[src/rtl/urt_pkg.sv]
// Constants, types and shared decode for the receive-timeout and flag block
package urt_pkg;

  // Register port geometry
  localparam int unsigned ADDR_W   = 8;
  localparam int unsigned DATA_W   = 32;
  localparam int unsigned PERIOD_W = 22;

  // Register byte offsets
  localparam logic [ADDR_W-1:0] TMO_OFS  = 8'h0C;
  localparam logic [ADDR_W-1:0] FLAG_OFS = 8'h18;

  // Reset values
  localparam logic [PERIOD_W-1:0] PERIOD_RST = 22'h1FF;
  localparam logic [DATA_W-1:0]   FLAG_RST   = 32'h0000_1E90;
  localparam logic [DATA_W-1:0]   READ_ZERO  = 32'h0000_0000;

  // Flag register field positions
  localparam int unsigned CTS_BIT      = 0;
  localparam int unsigned BUSY_BIT     = 3;
  localparam int unsigned RX_EMPTY_BIT = 4;
  localparam int unsigned TX_FULL_BIT  = 5;
  localparam int unsigned RX_FULL_BIT  = 6;
  localparam int unsigned TX_EMPTY_BIT = 7;
  localparam int unsigned CTS_CHG_BIT  = 9;
  localparam int unsigned RSV_HI_LSB   = 10;
  localparam int unsigned RSV_HI_MSB   = 12;
  localparam int unsigned HALT_BIT     = 13;
  localparam logic [2:0]  RSV_HI_VAL   = 3'h7;

  // Oversampling factors; the tick input runs at the 16x rate
  localparam int unsigned OVS_LO_SEL = 16;
  localparam int unsigned OVS_HI_SEL = 8;
  localparam int unsigned TICKS_PER_COUNT_HI = OVS_LO_SEL / OVS_HI_SEL;

  // Register port request
  typedef struct packed {
    logic [ADDR_W-1:0] addr;
    logic [DATA_W-1:0] wdata;
    logic              wr;
    logic              rd;
  } urt_bus_req_t;

  // Holding register and FIFO levels from the data path
  typedef struct packed {
    logic rx_fifo_empty;
    logic rx_fifo_full;
    logic rx_hold_full;
    logic tx_fifo_empty;
    logic tx_fifo_full;
    logic tx_hold_full;
  } urt_lvl_t;

  // Transmitter state from the shifter and flow control
  typedef struct packed {
    logic tx_enable;
    logic tx_shifting;
    logic xoff_sent;
    logic xon_sent;
  } urt_tx_t;

  // Pick the FIFO or holding-register view of a level
  function automatic logic sel_level(input logic fifo_mode, input logic fifo_lvl, input logic hold_lvl);
    return fifo_mode ? fifo_lvl : hold_lvl;
  endfunction

endpackage

[src/rtl/urt_sync.sv]
// Two-stage synchroniser for a pin level
`timescale 1ns/1ps
`default_nettype none
module urt_sync (
  // Clock and reset
  input  wire logic clk_i,
  input  wire logic nrst_i,
  // Level in and out
  input  wire logic d_i,
  output logic      q_o
);
  import urt_pkg::*;

  logic meta_reg;
  logic meta_next;
  logic q_reg;
  logic q_next;

  // Next values of both stages
  always_comb begin
    meta_next = d_i;
    q_next    = meta_reg;
  end

  // Register both stages
  always_ff @(posedge clk_i or negedge nrst_i) begin
    if (!nrst_i) begin
      meta_reg <= 1'b0;
      q_reg    <= 1'b0;
    end else begin
      meta_reg <= meta_next;
      q_reg    <= q_next;
    end
  end

  assign q_o = q_reg;
endmodule
`default_nettype wire

[src/rtl/urt_timeout.sv]
// Receive-timeout counter running on oversample ticks
`timescale 1ns/1ps
`default_nettype none
module urt_timeout (
  // Clock and reset
  input  wire logic                        clk_i,
  input  wire logic                        nrst_i,
  // Tick and control
  input  wire logic                        tick_i,
  input  wire logic                        half_rate_i,
  input  wire logic                        run_i,
  input  wire logic                        restart_i,
  input  wire logic [urt_pkg::PERIOD_W-1:0] period_i,
  // Timeout level
  output logic                             expired_o
);
  import urt_pkg::*;

  logic                ph_reg;
  logic                ph_next;
  logic [PERIOD_W-1:0] cnt_reg;
  logic [PERIOD_W-1:0] cnt_next;
  logic                exp_reg;
  logic                exp_next;
  logic                step;

  // factor 8 counts every second 16x tick
  always_comb begin
    ph_next = ph_reg;
    if (!run_i || restart_i) begin
      ph_next = 1'b0;
    end else if (tick_i && half_rate_i) begin
      ph_next = ~ph_reg;
    end
    step = tick_i && (!half_rate_i || ph_reg);
  end

  // count idle sample periods while data waits
  // restart on a new character, hold at zero when empty
  always_comb begin
    cnt_next = cnt_reg;
    exp_next = exp_reg;
    if (!run_i || restart_i) begin
      cnt_next = '0;
      exp_next = 1'b0;
    end else if (step && !exp_reg) begin
      cnt_next = cnt_reg + PERIOD_W'(1);
      exp_next = (cnt_next >= period_i);
    end
  end

  // Register counter state
  always_ff @(posedge clk_i or negedge nrst_i) begin
    if (!nrst_i) begin
      ph_reg  <= 1'b0;
      cnt_reg <= '0;
      exp_reg <= 1'b0;
    end else begin
      ph_reg  <= ph_next;
      cnt_reg <= cnt_next;
      exp_reg <= exp_next;
    end
  end

  assign expired_o = exp_reg;
endmodule
`default_nettype wire

[src/rtl/urt_flags_top.sv]
// Receive timeout and flag register of the serial port
// Contract
// - Timeout period is 22 bits, low bits of its register, reset 0x1FF.
// - Timeout interrupt when receive data waits and nothing arrives for the period.
// - Period counts at 16x baud, or 8x baud when oversample select is one.
// - Bit 0 shows clear-to-send; bit 9 sets on its change, reset one.
// - Busy bit 3 stays set until the last stop bit has left.
// - Disabling mid-character clears busy; re-enabling sets it again.
// - Busy sets at once when transmit FIFO is non-empty, enabled or not.
// - Bit 4 shows receive holding register or FIFO empty, reset one.
// - Bit 5 shows transmit holding register or FIFO full.
// - Bit 6 shows receive holding register or FIFO full.
// - Bit 7 shows transmit holding register or FIFO empty, reset one.
// - Bit 13 sets when Xoff is sent, clears when Xon is sent.
// - Receive FIFO enable zero means single holding register, one means FIFO.
`timescale 1ns/1ps
`default_nettype none
module urt_flags_top (
  // Clock and reset
  input  wire logic                         clk_i,
  input  wire logic                         nrst_i,
  // Register port
  input  wire urt_pkg::urt_bus_req_t        bus_i,
  output logic [urt_pkg::DATA_W-1:0]        rdata_o,
  // Modem pin
  input  wire logic                         cts_i,
  // Data path status
  input  wire urt_pkg::urt_lvl_t            lvl_i,
  input  wire urt_pkg::urt_tx_t             tx_i,
  input  wire logic                         rx_fifo_enable_i,
  input  wire logic                         fifo_enable_i,
  input  wire logic                         oversample_select_i,
  input  wire logic                         baud16_tick_i,
  input  wire logic                         rx_char_written_i,
  // Status outputs
  output logic [urt_pkg::DATA_W-1:0]        flag_status_o,
  output logic [urt_pkg::PERIOD_W-1:0]      period_o,
  output logic                              rx_timeout_o
);
  import urt_pkg::*;

  typedef enum logic [1:0] {
    URT_TX_IDLE,
    URT_TX_SEND,
    URT_TX_PAUSE
  } urt_tx_state_t;

  logic [PERIOD_W-1:0] period_reg;
  logic [PERIOD_W-1:0] period_next;
  logic [DATA_W-1:0]   rdata_reg;
  logic [DATA_W-1:0]   rdata_next;
  logic [DATA_W-1:0]   flag_reg;
  logic [DATA_W-1:0]   flag_next;
  logic                cts_prev_reg;
  logic                cts_prev_next;
  logic                cts_chg_reg;
  logic                cts_chg_next;
  logic                halt_reg;
  logic                halt_next;
  urt_tx_state_t       tx_state_reg;
  urt_tx_state_t       tx_state_next;
  logic                cts_sync;
  logic                wr_tmo;
  logic                rd_flag;
  logic                rd_tmo;
  logic                rx_empty;
  logic                rx_full;
  logic                tx_empty;
  logic                tx_full;

  // Clear-to-send pin enters through two flip-flops
  urt_sync u_cts_sync (
    .clk_i  (clk_i),
    .nrst_i (nrst_i),
    .d_i    (cts_i),
    .q_o    (cts_sync)
  );

  // Address decode
  always_comb begin
    wr_tmo  = bus_i.wr && (bus_i.addr == TMO_OFS);
    rd_flag = bus_i.rd && (bus_i.addr == FLAG_OFS);
    rd_tmo  = bus_i.rd && (bus_i.addr == TMO_OFS);
  end

  // mode picks holding register or FIFO level
  always_comb begin
    // receive side follows its own enable
    rx_empty = sel_level(rx_fifo_enable_i, lvl_i.rx_fifo_empty, !lvl_i.rx_hold_full);
    rx_full  = sel_level(rx_fifo_enable_i, lvl_i.rx_fifo_full, lvl_i.rx_hold_full);
    // transmit side follows the shared enable
    tx_empty = sel_level(fifo_enable_i, lvl_i.tx_fifo_empty, !lvl_i.tx_hold_full);
    tx_full  = sel_level(fifo_enable_i, lvl_i.tx_fifo_full, lvl_i.tx_hold_full);
  end

  // timeout period register, upper bits read as zero
  always_comb begin
    period_next = period_reg;
    if (wr_tmo) begin
      period_next = bus_i.wdata[PERIOD_W-1:0];
    end
  end

  // timeout counter, runs while receive data waits
  // each new character restarts the count
  urt_timeout u_timeout (
    .clk_i       (clk_i),
    .nrst_i      (nrst_i),
    .tick_i      (baud16_tick_i),
    .half_rate_i (oversample_select_i),
    .run_i       (!rx_empty),
    .restart_i   (rx_char_written_i),
    .period_i    (period_reg),
    .expired_o   (rx_timeout_o)
  );

  // change detect on the synchronised level; a change beats the read clear
  // A read clears only a change its image already showed, so none is lost
  always_comb begin
    cts_prev_next = cts_sync;
    cts_chg_next  = cts_chg_reg;
    if (cts_sync != cts_prev_reg) begin
      cts_chg_next = 1'b1;
    end else if (rd_flag && flag_reg[CTS_CHG_BIT]) begin
      cts_chg_next = 1'b0;
    end
  end

  // halted on Xoff sent, released on Xon sent; set wins
  always_comb begin
    halt_next = halt_reg;
    if (tx_i.xoff_sent) begin
      halt_next = 1'b1;
    end else if (tx_i.xon_sent) begin
      halt_next = 1'b0;
    end
  end

  // Transmit activity tracking for the busy flag
  always_comb begin
    tx_state_next = tx_state_reg;
    case (tx_state_reg)
      URT_TX_IDLE,
      URT_TX_SEND,
      URT_TX_PAUSE: begin
        // queued data sets busy even when disabled
        if (!tx_empty) begin
          tx_state_next = URT_TX_SEND;
        // held until the last stop bit has left
        end else if (tx_i.tx_shifting && tx_i.tx_enable) begin
          tx_state_next = URT_TX_SEND;
        end else if (tx_i.tx_shifting) begin
          tx_state_next = URT_TX_PAUSE;
        end else begin
          tx_state_next = URT_TX_IDLE;
        end
      end
      default: begin
        tx_state_next = URT_TX_IDLE;
      end
    endcase
  end

  // Flag register image
  always_comb begin
    flag_next                          = READ_ZERO;
    flag_next[CTS_BIT]                 = cts_sync;
    flag_next[BUSY_BIT]                = (tx_state_reg == URT_TX_SEND);
    flag_next[RX_EMPTY_BIT]            = rx_empty;
    flag_next[TX_FULL_BIT]             = tx_full;
    flag_next[RX_FULL_BIT]             = rx_full;
    flag_next[TX_EMPTY_BIT]            = tx_empty;
    // change since the last shown read
    flag_next[CTS_CHG_BIT]             = cts_chg_reg;
    flag_next[RSV_HI_MSB:RSV_HI_LSB]   = RSV_HI_VAL;
    flag_next[HALT_BIT]                = halt_reg;
  end

  // Read data for the cycle after the strobe; zero otherwise
  always_comb begin
    rdata_next = READ_ZERO;
    if (rd_flag) begin
      rdata_next = flag_reg;
    end else if (rd_tmo) begin
      rdata_next[PERIOD_W-1:0] = period_reg;
    end
  end

  // Register all state
  always_ff @(posedge clk_i or negedge nrst_i) begin
    if (!nrst_i) begin
      period_reg   <= PERIOD_RST;
      rdata_reg    <= READ_ZERO;
      flag_reg     <= FLAG_RST;
      cts_prev_reg <= 1'b0;
      cts_chg_reg  <= 1'b1;
      halt_reg     <= 1'b0;
      tx_state_reg <= URT_TX_IDLE;
    end else begin
      period_reg   <= period_next;
      rdata_reg    <= rdata_next;
      flag_reg     <= flag_next;
      cts_prev_reg <= cts_prev_next;
      cts_chg_reg  <= cts_chg_next;
      halt_reg     <= halt_next;
      tx_state_reg <= tx_state_next;
    end
  end

  // Outputs straight from registers
  assign rdata_o       = rdata_reg;
  assign flag_status_o = flag_reg;
  assign period_o      = period_reg;
endmodule
`default_nettype wire

[config.mk]
export PLATFORM = sky130hd
export DESIGN_NAME = urt_flags_top
export DESIGN_NICKNAME = d
export VERILOG_FILES = /design/src/rtl/urt_pkg.sv /design/src/rtl/urt_sync.sv /design/src/rtl/urt_timeout.sv /design/src/rtl/urt_flags_top.sv
export SDC_FILE = /design/constraint.sdc
export NUM_CORES = 1
export LEC_CHECK = 0
export ABC_AREA = 1
export BUFFER_PORTS_ARGS = -buffer_cell sky130_fd_sc_hd__buf_4
export CELL_PAD_IN_SITES_DETAIL_PLACEMENT = 1
export CELL_PAD_IN_SITES_GLOBAL_PLACEMENT = 1
export CORE_MARGIN = 2
export CORE_UTILIZATION = 41
export CTS_BUF_LIST = sky130_fd_sc_hd__clkbuf_16
export CTS_CLUSTER_DIAMETER = 60
export DETAILED_ROUTE_END_ITERATION = 8
export PLACE_DENSITY_LB_ADDON = 0.1
export SETUP_SLACK_MARGIN = 0.2
export SKIP_CTS_REPAIR_TIMING = 1
export SYNTH_ARGS = -nofsm -noshare
export SYNTH_HDL_FRONTEND = slang
export SYNTH_SLANG_ARGS = --single-unit
[constraint.sdc]
create_clock -name clk_i -period 3.4 [get_ports clk_i]
set_input_delay 0.68 -clock clk_i [delete_from_list [all_inputs] [get_ports clk_i]]
set_output_delay 0.68 -clock clk_i [all_outputs]
set_load 0.03 [all_outputs]
==> results of run 1 <==
[worst max-delay path: stages (launching register included)]
cell,delay [ns]
sky130_fd_sc_hd__dfrtp_1,0.47
sky130_fd_sc_hd__ha_1,0.23
sky130_fd_sc_hd__nand2_1,0.10
sky130_fd_sc_hd__nor2_4,0.18
sky130_fd_sc_hd__nand2_2,0.11
sky130_fd_sc_hd__nor2_4,0.13
sky130_fd_sc_hd__xor2_1,0.24
sky130_fd_sc_hd__inv_1,0.07
sky130_fd_sc_hd__ha_1,0.28
sky130_fd_sc_hd__nand2_1,0.07
sky130_fd_sc_hd__nor2_1,0.21
sky130_fd_sc_hd__and2_1,0.16
sky130_fd_sc_hd__nand2_1,0.05
sky130_fd_sc_hd__nand2_1,0.07
sky130_fd_sc_hd__nand2_1,0.05
sky130_fd_sc_hd__nand2_1,0.08
sky130_fd_sc_hd__nand2_1,0.06
sky130_fd_sc_hd__nand2_1,0.09
[report_power, final]
group          total (W)  internal, W  leakage, nW  switching [W]
registers        0.00103      0.00101         1.07      0.0000205
clock network    0.00105     0.000637        0.156       0.000409
logic           0.000301     0.000105         1.85       0.000195
total            0.00237      0.00175         3.08       0.000625
[final cells by class]
| class | count | area [µm²] | share of cell area, % |
|---|---|---|---|
| flip-flops and latches | 82 | 2070 | 36.0 |
| well taps | 143 | 179 | 3.11 |
| multi-input cells | 346 | 2120 | 36.9 |
| clock buffers | 9 | 225 | 3.92 |
| repair buffers | 102 | 766 | 13.3 |
| inverters | 80 | 300 | 5.22 |
| clock inverters | 7 | 87.6 | 1.52 |
[layout by cell type, fill, tap and decap left out, types with 15 or more instances in the layout]
cell type and count:
sky130_fd_sc_hd__inv_1 73, sky130_fd_sc_hd__mux2_4 20, sky130_fd_sc_hd__dfrtp_1 69, sky130_fd_sc_hd__nand3_1 15
sky130_fd_sc_hd__nor2_1 19, sky130_fd_sc_hd__buf_4 102, sky130_fd_sc_hd__nand2_1 124, sky130_fd_sc_hd__nor3_1 18
sky130_fd_sc_hd__ha_1 24, sky130_fd_sc_hd__conb_1 34
[worst max-delay path by stage]
stage / endpoint / slack, ns / from / cells past startpoint
2_1_floorplan: u_timeout.expired_o / 1.24 / u_timeout.cnt_reg[0] / 17
3_3_place_gp: u_timeout.expired_o / 0.84 / u_timeout.cnt_reg[0] / 17
3_5_place_dp: u_timeout.expired_o / 0.74 / u_timeout.cnt_reg[0] / 17
4_1_cts: u_timeout.expired_o / 0.66 / u_timeout.cnt_reg[0] / 17
5_1_grt: u_timeout.expired_o / 0.43 / u_timeout.cnt_reg[0] / 17
6_report: u_timeout.expired_o / 0.70 / u_timeout.cnt_reg[0] / 17
[cells by family after synthesis]
group / after synthesis
other: 2
AOI/OAI and AO/OA: 46
DFF: 82
xor gates and xnor gates: 11
muxes: 22
adders and majority gates: 24
and+or+nand+nor: 209
buffers and inverters: 123
[routing by layer]
metal / global-route usage, % / vias up / routed length [µm]
li1: - / 1786 / -
met1: 23.5 / 1746 / 4800
met2: 38.8 / 89 / 6740
met3: 3.83 / 18 / 499
met4: 8.67 / 0 / 252
met5: 0 / - / 0
[per-stage QoR]
stage	hold WS (ns)	std cells	cell area (µm²)
after floorplan	0.331	551	4810
after global placement	0.334	753	5440
after detailed placement	0.339	753	5440
after CTS	0.356	769	5750
after global routing	0.360	769	5750
final	0.351	769	5750
==> impl_results.rst, run 1 <==
.. list-table::
   :header-rows: 1

   * - Metric
     - Value
   * - Run status
     - completed
   * - List of most frequent post-synthesis cells
     - sky130_fd_sc_hd__nand2_1 (124), sky130_fd_sc_hd__inv_1 (71), sky130_fd_sc_hd__dfrtp_1 (69)
   * - Multiplexer fraction of the synthesized cell area
     - a little under 7%
   * - Worst setup path class
     - flip-flop to flip-flop
   * - Slack of the critical path
     - 0.704 ns
   * - Area inside the core boundary
     - 11300 µm²
   * - Sequential fraction of the synthesis area
     - 44.1%
   * - Count of final max-slew check failures
     - 0
   * - Remaining global-route overflow
     - 0
   * - Register bit total from synthesis
     - 82
   * - Number of cells produced by synthesis
     - 519
   * - Detailed router's first-iteration violation count
     - 111
   * - CTS tree
     - built
   * - Cell with the most instances after synthesis
     - sky130_fd_sc_hd__nand2_1
   * - Remaining routing DRC violations
     - 0
   * - Detailed-placement wirelength estimate
     - ~9300 µm
   * - Area share of xor/xnor cells in the synthesized design
     - 2.37%
   * - Main combinational cell family by area after synthesis
     - simple AND/OR/NAND/NOR gates
   * - DIE WIDTH
     - 111 µm
   * - Area leader, netlist
     - sky130_fd_sc_hd__dfrtp_1
   * - Antenna violations before repair
     - 0
   * - Critical Path Start Type
     - flip-flop
   * - Post-synthesis compound-gate area fraction
     - 5.73%
   * - Initial Util
     - 41.6%
   * - Crit path arrival time
     - 2.98 ns
   * - Maximum frequency from static timing analysis
     - roughly 370 MHz
   * - Netlist Area Pre-Place
     - 4690 µm²
   * - Startpoint of the worst hold path
     - u_cts_sync.meta_reg
   * - Worst hold path endpoint
     - u_cts_sync.q_o
   * - Simple-Gate Fraction of Synth Area
     - 21.2%
   * - Fraction of synthesized cell area taken by the top area cell type
     - 36.8%
   * - Top-level port count
     - 147
   * - CTS buffer count
     - 9
   * - Headroom to the max-slew limit
     - 29.6%
   * - Maximum capacitance violations
     - 0
   * - Total Die Area
     - 12300 µm²
   * - Adder-cell share of the synthesized area
     - 6.40%
   * - Transition at the pin with the smallest max-transition slack
     - 1.06 ns
   * - Worst hold path cell count
     - 0
   * - Die height
     - 111 µm
   * - Clock Sink Count
     - 82
   * - Bufs on Longest Clock Path
     - 2
   * - Average size of a mapped cell
     - roughly 9 µm²
   * - Number of enable-type register cells in the synthesized netlist
     - 0
   * - Pre-antenna DRT Iters
     - 4
   * - Number of placement rows
     - 39
   * - Total of warnings raised by yosys
     - 0
   * - Peak fanout along the critical path
     - 6
   * - Antenna violation net count after detailed routing
     - 0
   * - Minimum clock period after layout
     - ~2.7 ns
   * - Hold Vio Cnt, Final
     - 0
   * - R2R setup slack
     - roughly 0.7 ns
   * - Final Skew
     - 0.00672 ns
   * - Cell leakage power
     - approximately 3.1 nW
   * - Reg-to-reg startpoint
     - u_timeout.cnt_reg[0]
   * - Ranking of synthesized cells by area
     - sky130_fd_sc_hd__dfrtp_1 (37%), sky130_fd_sc_hd__nand2_1 (9.9%), sky130_fd_sc_hd__dfstp_2 (7.3%)
   * - Min-delay worst type
     - flip-flop to flip-flop
   * - Total routed wirelength
     - 12300 µm
   * - Clock latency reported for the late side of the worst-skew pair
     - roughly 0.34 ns
   * - Async set-reset flop share out of synthesis
     - 100%
   * - Layout cells sized above 1
     - 29.4%
   * - Fin crit share
     - 79.3%
   * - H-tree levels
     - 3
   * - Clock Root Buffer
     - sky130_fd_sc_hd__clkbuf_16
   * - Global-route usage over all layers
     - 20.9%
   * - Leading register cell type out of synthesis
     - sky130_fd_sc_hd__dfrtp_1
   * - Number of port buffers
     - slightly above 100
   * - Wire length of the first global-routing pass
     - a little over 20000 µm
   * - Power per cell area
     - 413 nW/µm²
   * - Mean routed wirelength per cell
     - 16.0 µm
   * - Worst-case vdd ir drop
     - 196 µV
   * - Clk slew on worst S/H paths
     - approximately 0.060 ns
   * - Terminus of the critical flop-to-flop path
     - u_timeout.expired_o
   * - Dpl ws
     - 0.736 ns
   * - Number of global-route vias before repair
     - a little over 4000
   * - Fin nets
     - 705
   * - Layout Utilization
     - 51.0%
   * - Capturing element type of the critical path
     - flip-flop
   * - Area added between synthesis and finish
     - 22.6%
   * - Number of cells traversed by the worst register-to-register path
     - 17
   * - Largest net degree at the start of global routing
     - 83
   * - Fill cell total of the finished layout
     - approximately 1300
   * - Required @ worst endpoint
     - around 3.7 ns
   * - Post-layout power
     - about 0.0024 W
   * - Global placement routability congestion
     - 0.768
   * - Diodes inserted
     - 0
   * - Avg Vias per Cell
     - 4.73
   * - RSZ-0062 raised after global routing
     - no
   * - Accumulated negative setup slack
     - 0 ns
   * - Cell variety after synth
     - 42
   * - Via count of the routed design
     - 3639
   * - Number of endpoints failing setup at the final stage
     - 0
(Power assumes the default switching activity.)
==> run 2: changes to the inputs <==
--- a/config.mk
+++ b/config.mk
@@ -10,7 +10,7 @@
 export CELL_PAD_IN_SITES_DETAIL_PLACEMENT = 1
 export CELL_PAD_IN_SITES_GLOBAL_PLACEMENT = 1
 export CORE_MARGIN = 2
-export CORE_UTILIZATION = 41
+export CORE_UTILIZATION = 34
 export CTS_BUF_LIST = sky130_fd_sc_hd__clkbuf_16
 export CTS_CLUSTER_DIAMETER = 60
 export DETAILED_ROUTE_END_ITERATION = 8
==> constraint.sdc (replaced) <==
create_clock -name clk_i -period 2.3 [get_ports clk_i]
set_input_delay 0.46 -clock clk_i [delete_from_list [all_inputs] [get_ports clk_i]]
set_output_delay 0.46 -clock clk_i [all_outputs]
set_load 0.03 [all_outputs]
==> impl_results.rst, run 2 (synthesized netlist as in run 1, its figures left out) <==
.. list-table::
   :header-rows: 1

   * - Metric
     - Value
   * - Buffer and inverter count on the worst path
     - 2
   * - Layout cells sized above 1
     - 41.4%
   * - Detailed router's first-iteration violation count
     - roughly 100
   * - Top-level port count
     - 147
   * - Slack of the critical path
     - -0.0762 ns
   * - Diodes inserted
     - 0
   * - Required @ worst endpoint
     - roughly 2.5 ns
   * - Clock share of power
     - approximately 43%
   * - Antenna violations before repair
     - 0
   * - Clock Sink Count
     - 82
   * - Crit path arrival time
     - 2.61 ns
   * - CTS buffer count
     - 9
   * - Fin nets
     - 753
   * - Transition at the pin with the smallest max-transition slack
     - 0.515 ns
   * - Global placement routability congestion
     - between 0.7 and 0.8
   * - Terminus of the critical flop-to-flop path
     - u_timeout.expired_o
   * - Number of cells traversed by the worst register-to-register path
     - 16
   * - Clock Root Buffer
     - sky130_fd_sc_hd__clkbuf_16
   * - Hold Vio Cnt, Final
     - 0
   * - Met3 track demand over resource
     - 3.01%
   * - Worst-case vdd ir drop
     - 352 µV
   * - H-tree levels
     - 3
   * - Multi-input gate area in the final layout
     - 2340 µm²
   * - Relative contribution of sequential cells to total power
     - 43.5%
   * - Fill cell total of the finished layout
     - ~1600
   * - CTS tree
     - built
   * - Critical Path, Cell by Cell
     - buf_4 -> ha_1 -> nand4_2 -> nor2_4 -> buf_4 -> xor2_2 -> ha_1 -> nand2_2 -> nor2_4 -> and2_4 -> nand2_2 -> nand2_1 -> nand2_1 -> nand2_1 -> nand2_1 -> nand2_1
   * - Failing checks
     - negative setup slack
   * - Flip-flop and latch area
     - a little over 2000 µm²
   * - Largest stage delay on the critical path
     - ~0.38 ns
   * - Area added between synthesis and finish
     - 36.2%
   * - Largest net degree at the start of global routing
     - 47
   * - Clk slew on worst S/H paths
     - 0.07 ns
   * - Fin crit share
     - 103%
   * - Global-route usage over all layers
     - 18.1%
   * - Met1 Track Usage GR
     - 21.1%
   * - Capturing element type of the critical path
     - flip-flop
   * - Initial Util
     - between 30% and 40%
   * - Combinational share of power
     - between 10 and 15%
   * - Detailed-placement wirelength estimate
     - 9860 µm
   * - Remaining global-route overflow
     - 0
   * - Minimum clock period after layout
     - ~2.4 ns
   * - Number of placement rows
     - between 40 and 50
   * - Reg-to-reg startpoint
     - u_timeout.cnt_reg[0]
   * - Number of global-route vias before repair
     - 4091
   * - Mean routed wirelength per cell
     - 15.1 µm
   * - Via count of the routed design
     - 3869
   * - Pre-antenna DRT Iters
     - 4
   * - RSZ-0062 raised after global routing
     - yes
   * - Clock latency reported for the late side of the worst-skew pair
     - 0.34 ns
   * - Die height
     - 121 µm
   * - Cell Int Power
     - 0.00252 W
   * - Met2 track demand over resource
     - 32.7%
   * - Antenna violation net count after detailed routing
     - 0
   * - Power per cell area
     - about 540 nW/µm²
   * - Count of final max-slew check failures
     - 0
   * - Total routed wirelength
     - 12900 µm
   * - Worst setup path class
     - flip-flop to flip-flop
   * - Top cell by count, worst path
     - sky130_fd_sc_hd__nand2_1
   * - DIE WIDTH
     - between 100 and 150 µm
   * - Critical Path Start Type
     - flip-flop
   * - Min-delay worst type
     - input port to async pin
   * - Post-layout power
     - ~0.0035 W
   * - Bufs on Longest Clock Path
     - 2
   * - Wire length of the first global-routing pass
     - 20400 µm
   * - Leading cell types in the layout, fill and taps excluded
     - sky130_fd_sc_hd__buf_4 (147), sky130_fd_sc_hd__nand2_1 (108), sky130_fd_sc_hd__dfrtp_1 (69)
   * - Avg Vias per Cell
     - about 4.6
   * - R2R setup slack
     - -0.08 ns
   * - Dpl ws
     - -0.137 ns
   * - Placed inst area
     - ~5800 µm²
   * - Hold slack
     - between 0.07 and 0.08 ns
   * - Headroom to the max-slew limit
     - approximately two thirds
   * - Area inside the core boundary
     - 13300 µm²
   * - Switching Power
     - 0.000966 W
   * - Area of all placed cells without fillers
     - 6390 µm²
   * - Maximum capacitance violations
     - 0
   * - Run status
     - finished, violations left
   * - Highest-utilization routing layer at the global route stage
     - met2
   * - Number of endpoints failing setup at the final stage
     - 1
   * - Maximum frequency from static timing analysis
     - 421 MHz
   * - Number of port buffers
     - about 100
   * - Final Skew
     - ~0.0062 ns
   * - Peak fanout along the critical path
     - 4
   * - Standard cell with the maximum stage delay on the critical path
     - sky130_fd_sc_hd__dfrtp_1
   * - Cell leakage power
     - around 3.4 nW
   * - Most common cell after layout, fill and taps aside
     - sky130_fd_sc_hd__buf_4
   * - Remaining routing DRC violations
     - 0
   * - Family with the most delay on the worst path
     - simple AND/OR/NAND/NOR gates
   * - Total Die Area
     - 14800 µm²
   * - Switching part of the total power
     - roughly 28%
-- run 2: per-layer routing --
metal  up-vias  routed length [µm]
met1      1882                5200
li1       1873                   -
met3        20                 506
met5         -                   0
met2        94                6840
met4         0                 327
-- run 2: area by class of cell --
class / count / area share [%]
Multi-Input combinational cell: 346 / 36.6
Sequential cell: 82 / 32.4
Timing Repair Buffer: 150 / 18.2
Inverter: 80 / 4.70
Clock buffer: 9 / 3.52
Tap cell: 176 / 3.44
Clock inverter: 7 / 1.19
-- run 2: how the worst max path moves through the flow --
stage	start	end	slack [ns]	cells after the start
floorplan	u_timeout.cnt_reg[0]	u_timeout.expired_o	0.14	18
global placement	u_timeout.cnt_reg[1]	u_timeout.expired_o	-0.08	18
detailed placement	u_timeout.cnt_reg[1]	u_timeout.expired_o	-0.14	18
CTS	u_timeout.cnt_reg[1]	u_timeout.expired_o	-0.16	18
global route	u_timeout.cnt_reg[1]	u_timeout.expired_o	-0.25	18
finish	u_timeout.cnt_reg[0]	u_timeout.expired_o	-0.08	16
-- run 2: through the flow --
stage	utilization, %	cells	TNS [ns]
6_report	47.9	850	-0.0762
5_1_grt	47.9	850	-0.254
3_3_place_gp	43.5	825	-0.0791
2_1_floorplan	-	551	0
4_1_cts	45.7	841	-0.162
3_5_place_dp	43.5	825	-0.137
-- run 2: power groups by stage --
stage,logic [W],clock network (W),registers (W)
floorplan,0.000252,0,0.00159
global placement,0.000449,0,0.00154
detailed placement,0.000460,0,0.00154
CTS,0.000461,0.00152,0.00152
global route,0.000528,0.00158,0.00152
finish,0.000483,0.00148,0.00151
-- run 2: worst register-to-register path, cell delays in order, from the launching register on --
cell and delay [ns]:
sky130_fd_sc_hd__dfrtp_1 0.38, sky130_fd_sc_hd__buf_4 0.14, sky130_fd_sc_hd__ha_1 0.18, sky130_fd_sc_hd__nand4_2 0.15, sky130_fd_sc_hd__nor2_4 0.20, sky130_fd_sc_hd__buf_4 0.14
sky130_fd_sc_hd__xor2_2 0.15, sky130_fd_sc_hd__ha_1 0.27, sky130_fd_sc_hd__nand2_2 0.10, sky130_fd_sc_hd__nor2_4 0.05, sky130_fd_sc_hd__and2_4 0.15, sky130_fd_sc_hd__nand2_2 0.05
sky130_fd_sc_hd__nand2_1 0.04, sky130_fd_sc_hd__nand2_1 0.06, sky130_fd_sc_hd__nand2_1 0.06, sky130_fd_sc_hd__nand2_1 0.07, sky130_fd_sc_hd__nand2_1 0.06
==> run 3: changes to the inputs <==
--- a/config.mk
+++ b/config.mk
@@ -6,7 +6,7 @@
 export NUM_CORES = 1
 export LEC_CHECK = 0
 export ABC_AREA = 1
-export BUFFER_PORTS_ARGS = -buffer_cell sky130_fd_sc_hd__buf_4
+export BUFFER_PORTS_ARGS = -buffer_cell sky130_fd_sc_hd__clkbuf_2
 export CELL_PAD_IN_SITES_DETAIL_PLACEMENT = 1
 export CELL_PAD_IN_SITES_GLOBAL_PLACEMENT = 1
 export CORE_MARGIN = 2
@@ -20,3 +20,4 @@
 export SYNTH_ARGS = -nofsm -noshare
 export SYNTH_HDL_FRONTEND = slang
 export SYNTH_SLANG_ARGS = --single-unit
+export TNS_END_PERCENT = 10
==> impl_results.rst, run 3 (synthesized netlist as in run 1, its figures left out) <==
.. list-table::
   :header-rows: 1

   * - Metric
     - Value
   * - Remaining global-route overflow
     - 0
   * - Initial Util
     - 35.2%
   * - Critical Path Start Type
     - flip-flop
   * - CTS buffer count
     - 9
   * - Top-level port count
     - ~150
   * - Power per cell area
     - 588 nW/µm²
   * - Worst-case vdd ir drop
     - 331 µV
   * - Clock latency reported for the late side of the worst-skew pair
     - 0.35 ns
   * - Run status
     - finished, violations left
   * - Avg Vias per Cell
     - 4.48
   * - Bufs on Longest Clock Path
     - 2
   * - Mean routed wirelength per cell
     - around 14 µm
   * - Worst setup path class
     - flip-flop to flip-flop
   * - Maximum capacitance violations
     - 0
   * - Wire length of the first global-routing pass
     - roughly 20000 µm
   * - H-tree levels
     - 3
   * - Antenna violation net count after detailed routing
     - 0
   * - Min-delay worst type
     - input port to async pin
   * - Detailed router's first-iteration violation count
     - 64
   * - Area added between synthesis and finish
     - 26.8%
   * - Transition at the pin with the smallest max-transition slack
     - approximately 0.59 ns
   * - Final Skew
     - 0.00834 ns
   * - Number of port buffers
     - 102
   * - Count of final max-slew check failures
     - 0
   * - Reg-to-reg startpoint
     - u_timeout.cnt_reg[0]
   * - Largest net degree at the start of global routing
     - 44
   * - Fin crit share
     - 103%
   * - Dpl ws
     - -0.190 ns
   * - DIE WIDTH
     - 121 µm
   * - Headroom to the max-slew limit
     - between 60% and 70%
   * - Peak fanout along the critical path
     - 3
   * - Number of endpoints failing setup at the final stage
     - 1
   * - Leading cell types in the layout, fill and taps excluded
     - sky130_fd_sc_hd__nand2_1 (119), sky130_fd_sc_hd__clkbuf_2 (101), sky130_fd_sc_hd__inv_1 (71)
   * - R2R setup slack
     - -0.08 ns
   * - Clk slew on worst S/H paths
     - approximately 0.070 ns
   * - Capturing element type of the critical path
     - flip-flop
   * - Number of global-route vias before repair
     - 4058
   * - Required @ worst endpoint
     - around 2.5 ns
   * - Die height
     - 121 µm
   * - Pre-antenna DRT Iters
     - 4
   * - Post-layout power
     - 0.00350 W
   * - Clock Root Buffer
     - sky130_fd_sc_hd__clkbuf_16
   * - Failing checks
     - negative setup slack
   * - Number of cells traversed by the worst register-to-register path
     - 18
   * - Total Die Area
     - 14800 µm²
   * - Crit path arrival time
     - 2.62 ns
   * - Fin nets
     - 748
   * - Minimum clock period after layout
     - 2.38 ns
   * - Global placement routability congestion
     - between 0.7 and 0.8
   * - Terminus of the critical flop-to-flop path
     - u_timeout.expired_o
   * - Slack of the critical path
     - -0.0781 ns
   * - Cell leakage power
     - 3.24 nW
   * - Detailed-placement wirelength estimate
     - approximately 9600 µm
   * - Layout cells sized above 1
     - a little over a third
   * - Hold Vio Cnt, Final
     - 0
   * - Total routed wirelength
     - 12200 µm
   * - Antenna violations before repair
     - 0
   * - Via count of the routed design
     - 3785
   * - RSZ-0062 raised after global routing
     - yes
   * - Fill cell total of the finished layout
     - 1611
   * - Remaining routing DRC violations
     - 0
   * - Global-route usage over all layers
     - 17.5%
   * - Clock Sink Count
     - ~80
   * - Number of placement rows
     - 42
   * - Diodes inserted
     - 0
   * - Most common cell after layout, fill and taps aside
     - sky130_fd_sc_hd__nand2_1
   * - Area inside the core boundary
     - 13300 µm²
   * - CTS tree
     - built
   * - Maximum frequency from static timing analysis
     - 421 MHz
-- run 3: changes by cell type in the layout (fill, tap and decap cells not counted), sizes merged --
cell	before	now
bufinv	1	2
buf	150	44
clkbuf	9	110
clkinv	3	2
-- run 3: where the power goes --
group | internal (W) | switching (W) | leakage (nW) | total (W)
Combinational | 0.000128 | 0.000293 | 2.01 | 0.000421
Sequential | 0.00149 | 0.0000274 | 1.07 | 0.00151
Clock | 0.000951 | 0.000613 | 0.157 | 0.00156
Total | 0.00257 | 0.000934 | 3.24 | 0.00350
-- run 3: metal layers --
metal  wire [µm]  track usage, %  part of all wire (%)
met4         316            7.76                   2.6
met3         502            2.54                   4.1
met1        5040            20.4                    41
met2        6330            31.7                    52
met5           0               0                     0
-- run 3: area by class of cell --
class	count	area, µm²	area share [%]
inverter	80	300	5.05
clock inverter	7	93.8	1.58
sequential	82	2070	34.8
multi-input combinational	346	2180	36.7
clock buffer	9	225	3.78
timing repair buffer	145	861	14.5
tap	176	220	3.70
-- run 3: how the worst max path moves through the flow --
stage	depth (start not counted)	startpoint	to
2_1_floorplan	18	u_timeout.cnt_reg[0]	u_timeout.expired_o
3_3_place_gp	18	u_timeout.cnt_reg[1]	u_timeout.expired_o
3_5_place_dp	18	u_timeout.cnt_reg[1]	u_timeout.expired_o
4_1_cts	18	u_timeout.cnt_reg[1]	u_timeout.expired_o
5_1_grt	20	u_timeout.cnt_reg[0]	u_timeout.expired_o
6_report	18	u_timeout.cnt_reg[0]	u_timeout.expired_o
-- run 3: through the flow --
step / utilization [%] / area (µm²) / instances / TNS [ns] / hold WS (ns)
final: 44.6 / 5950 / 845 / -0.0781 / 0.113
after global routing: 44.6 / 5950 / 845 / -0.268 / 0.162
after CTS: 43.9 / 5860 / 840 / -0.210 / 0.130
after detailed placement: 41.5 / 5540 / 824 / -0.190 / 0.353
after global placement: 41.5 / 5540 / 824 / -0.104 / 0.335
after floorplan: - / 4820 / 551 / 0 / 0.164
-- run 3: worst max-delay path, cell delays in order (launching register included) --
cell,delay (ns)
sky130_fd_sc_hd__dfrtp_1,0.40
sky130_fd_sc_hd__ha_2,0.21
sky130_fd_sc_hd__nand2_2,0.06
sky130_fd_sc_hd__nor2_4,0.12
sky130_fd_sc_hd__nand2_2,0.08
sky130_fd_sc_hd__nor2_4,0.17
sky130_fd_sc_hd__xor2_2,0.20
sky130_fd_sc_hd__inv_1,0.07
sky130_fd_sc_hd__ha_1,0.29
sky130_fd_sc_hd__nand2_2,0.10
sky130_fd_sc_hd__inv_1,0.05
sky130_fd_sc_hd__nand2_1,0.06
sky130_fd_sc_hd__nand2_1,0.05
sky130_fd_sc_hd__a21oi_1,0.11
sky130_fd_sc_hd__nand2_1,0.06
sky130_fd_sc_hd__nand2_1,0.06
sky130_fd_sc_hd__nand2_1,0.07
sky130_fd_sc_hd__nand2_2,0.06
sky130_fd_sc_hd__nand2_1,0.05
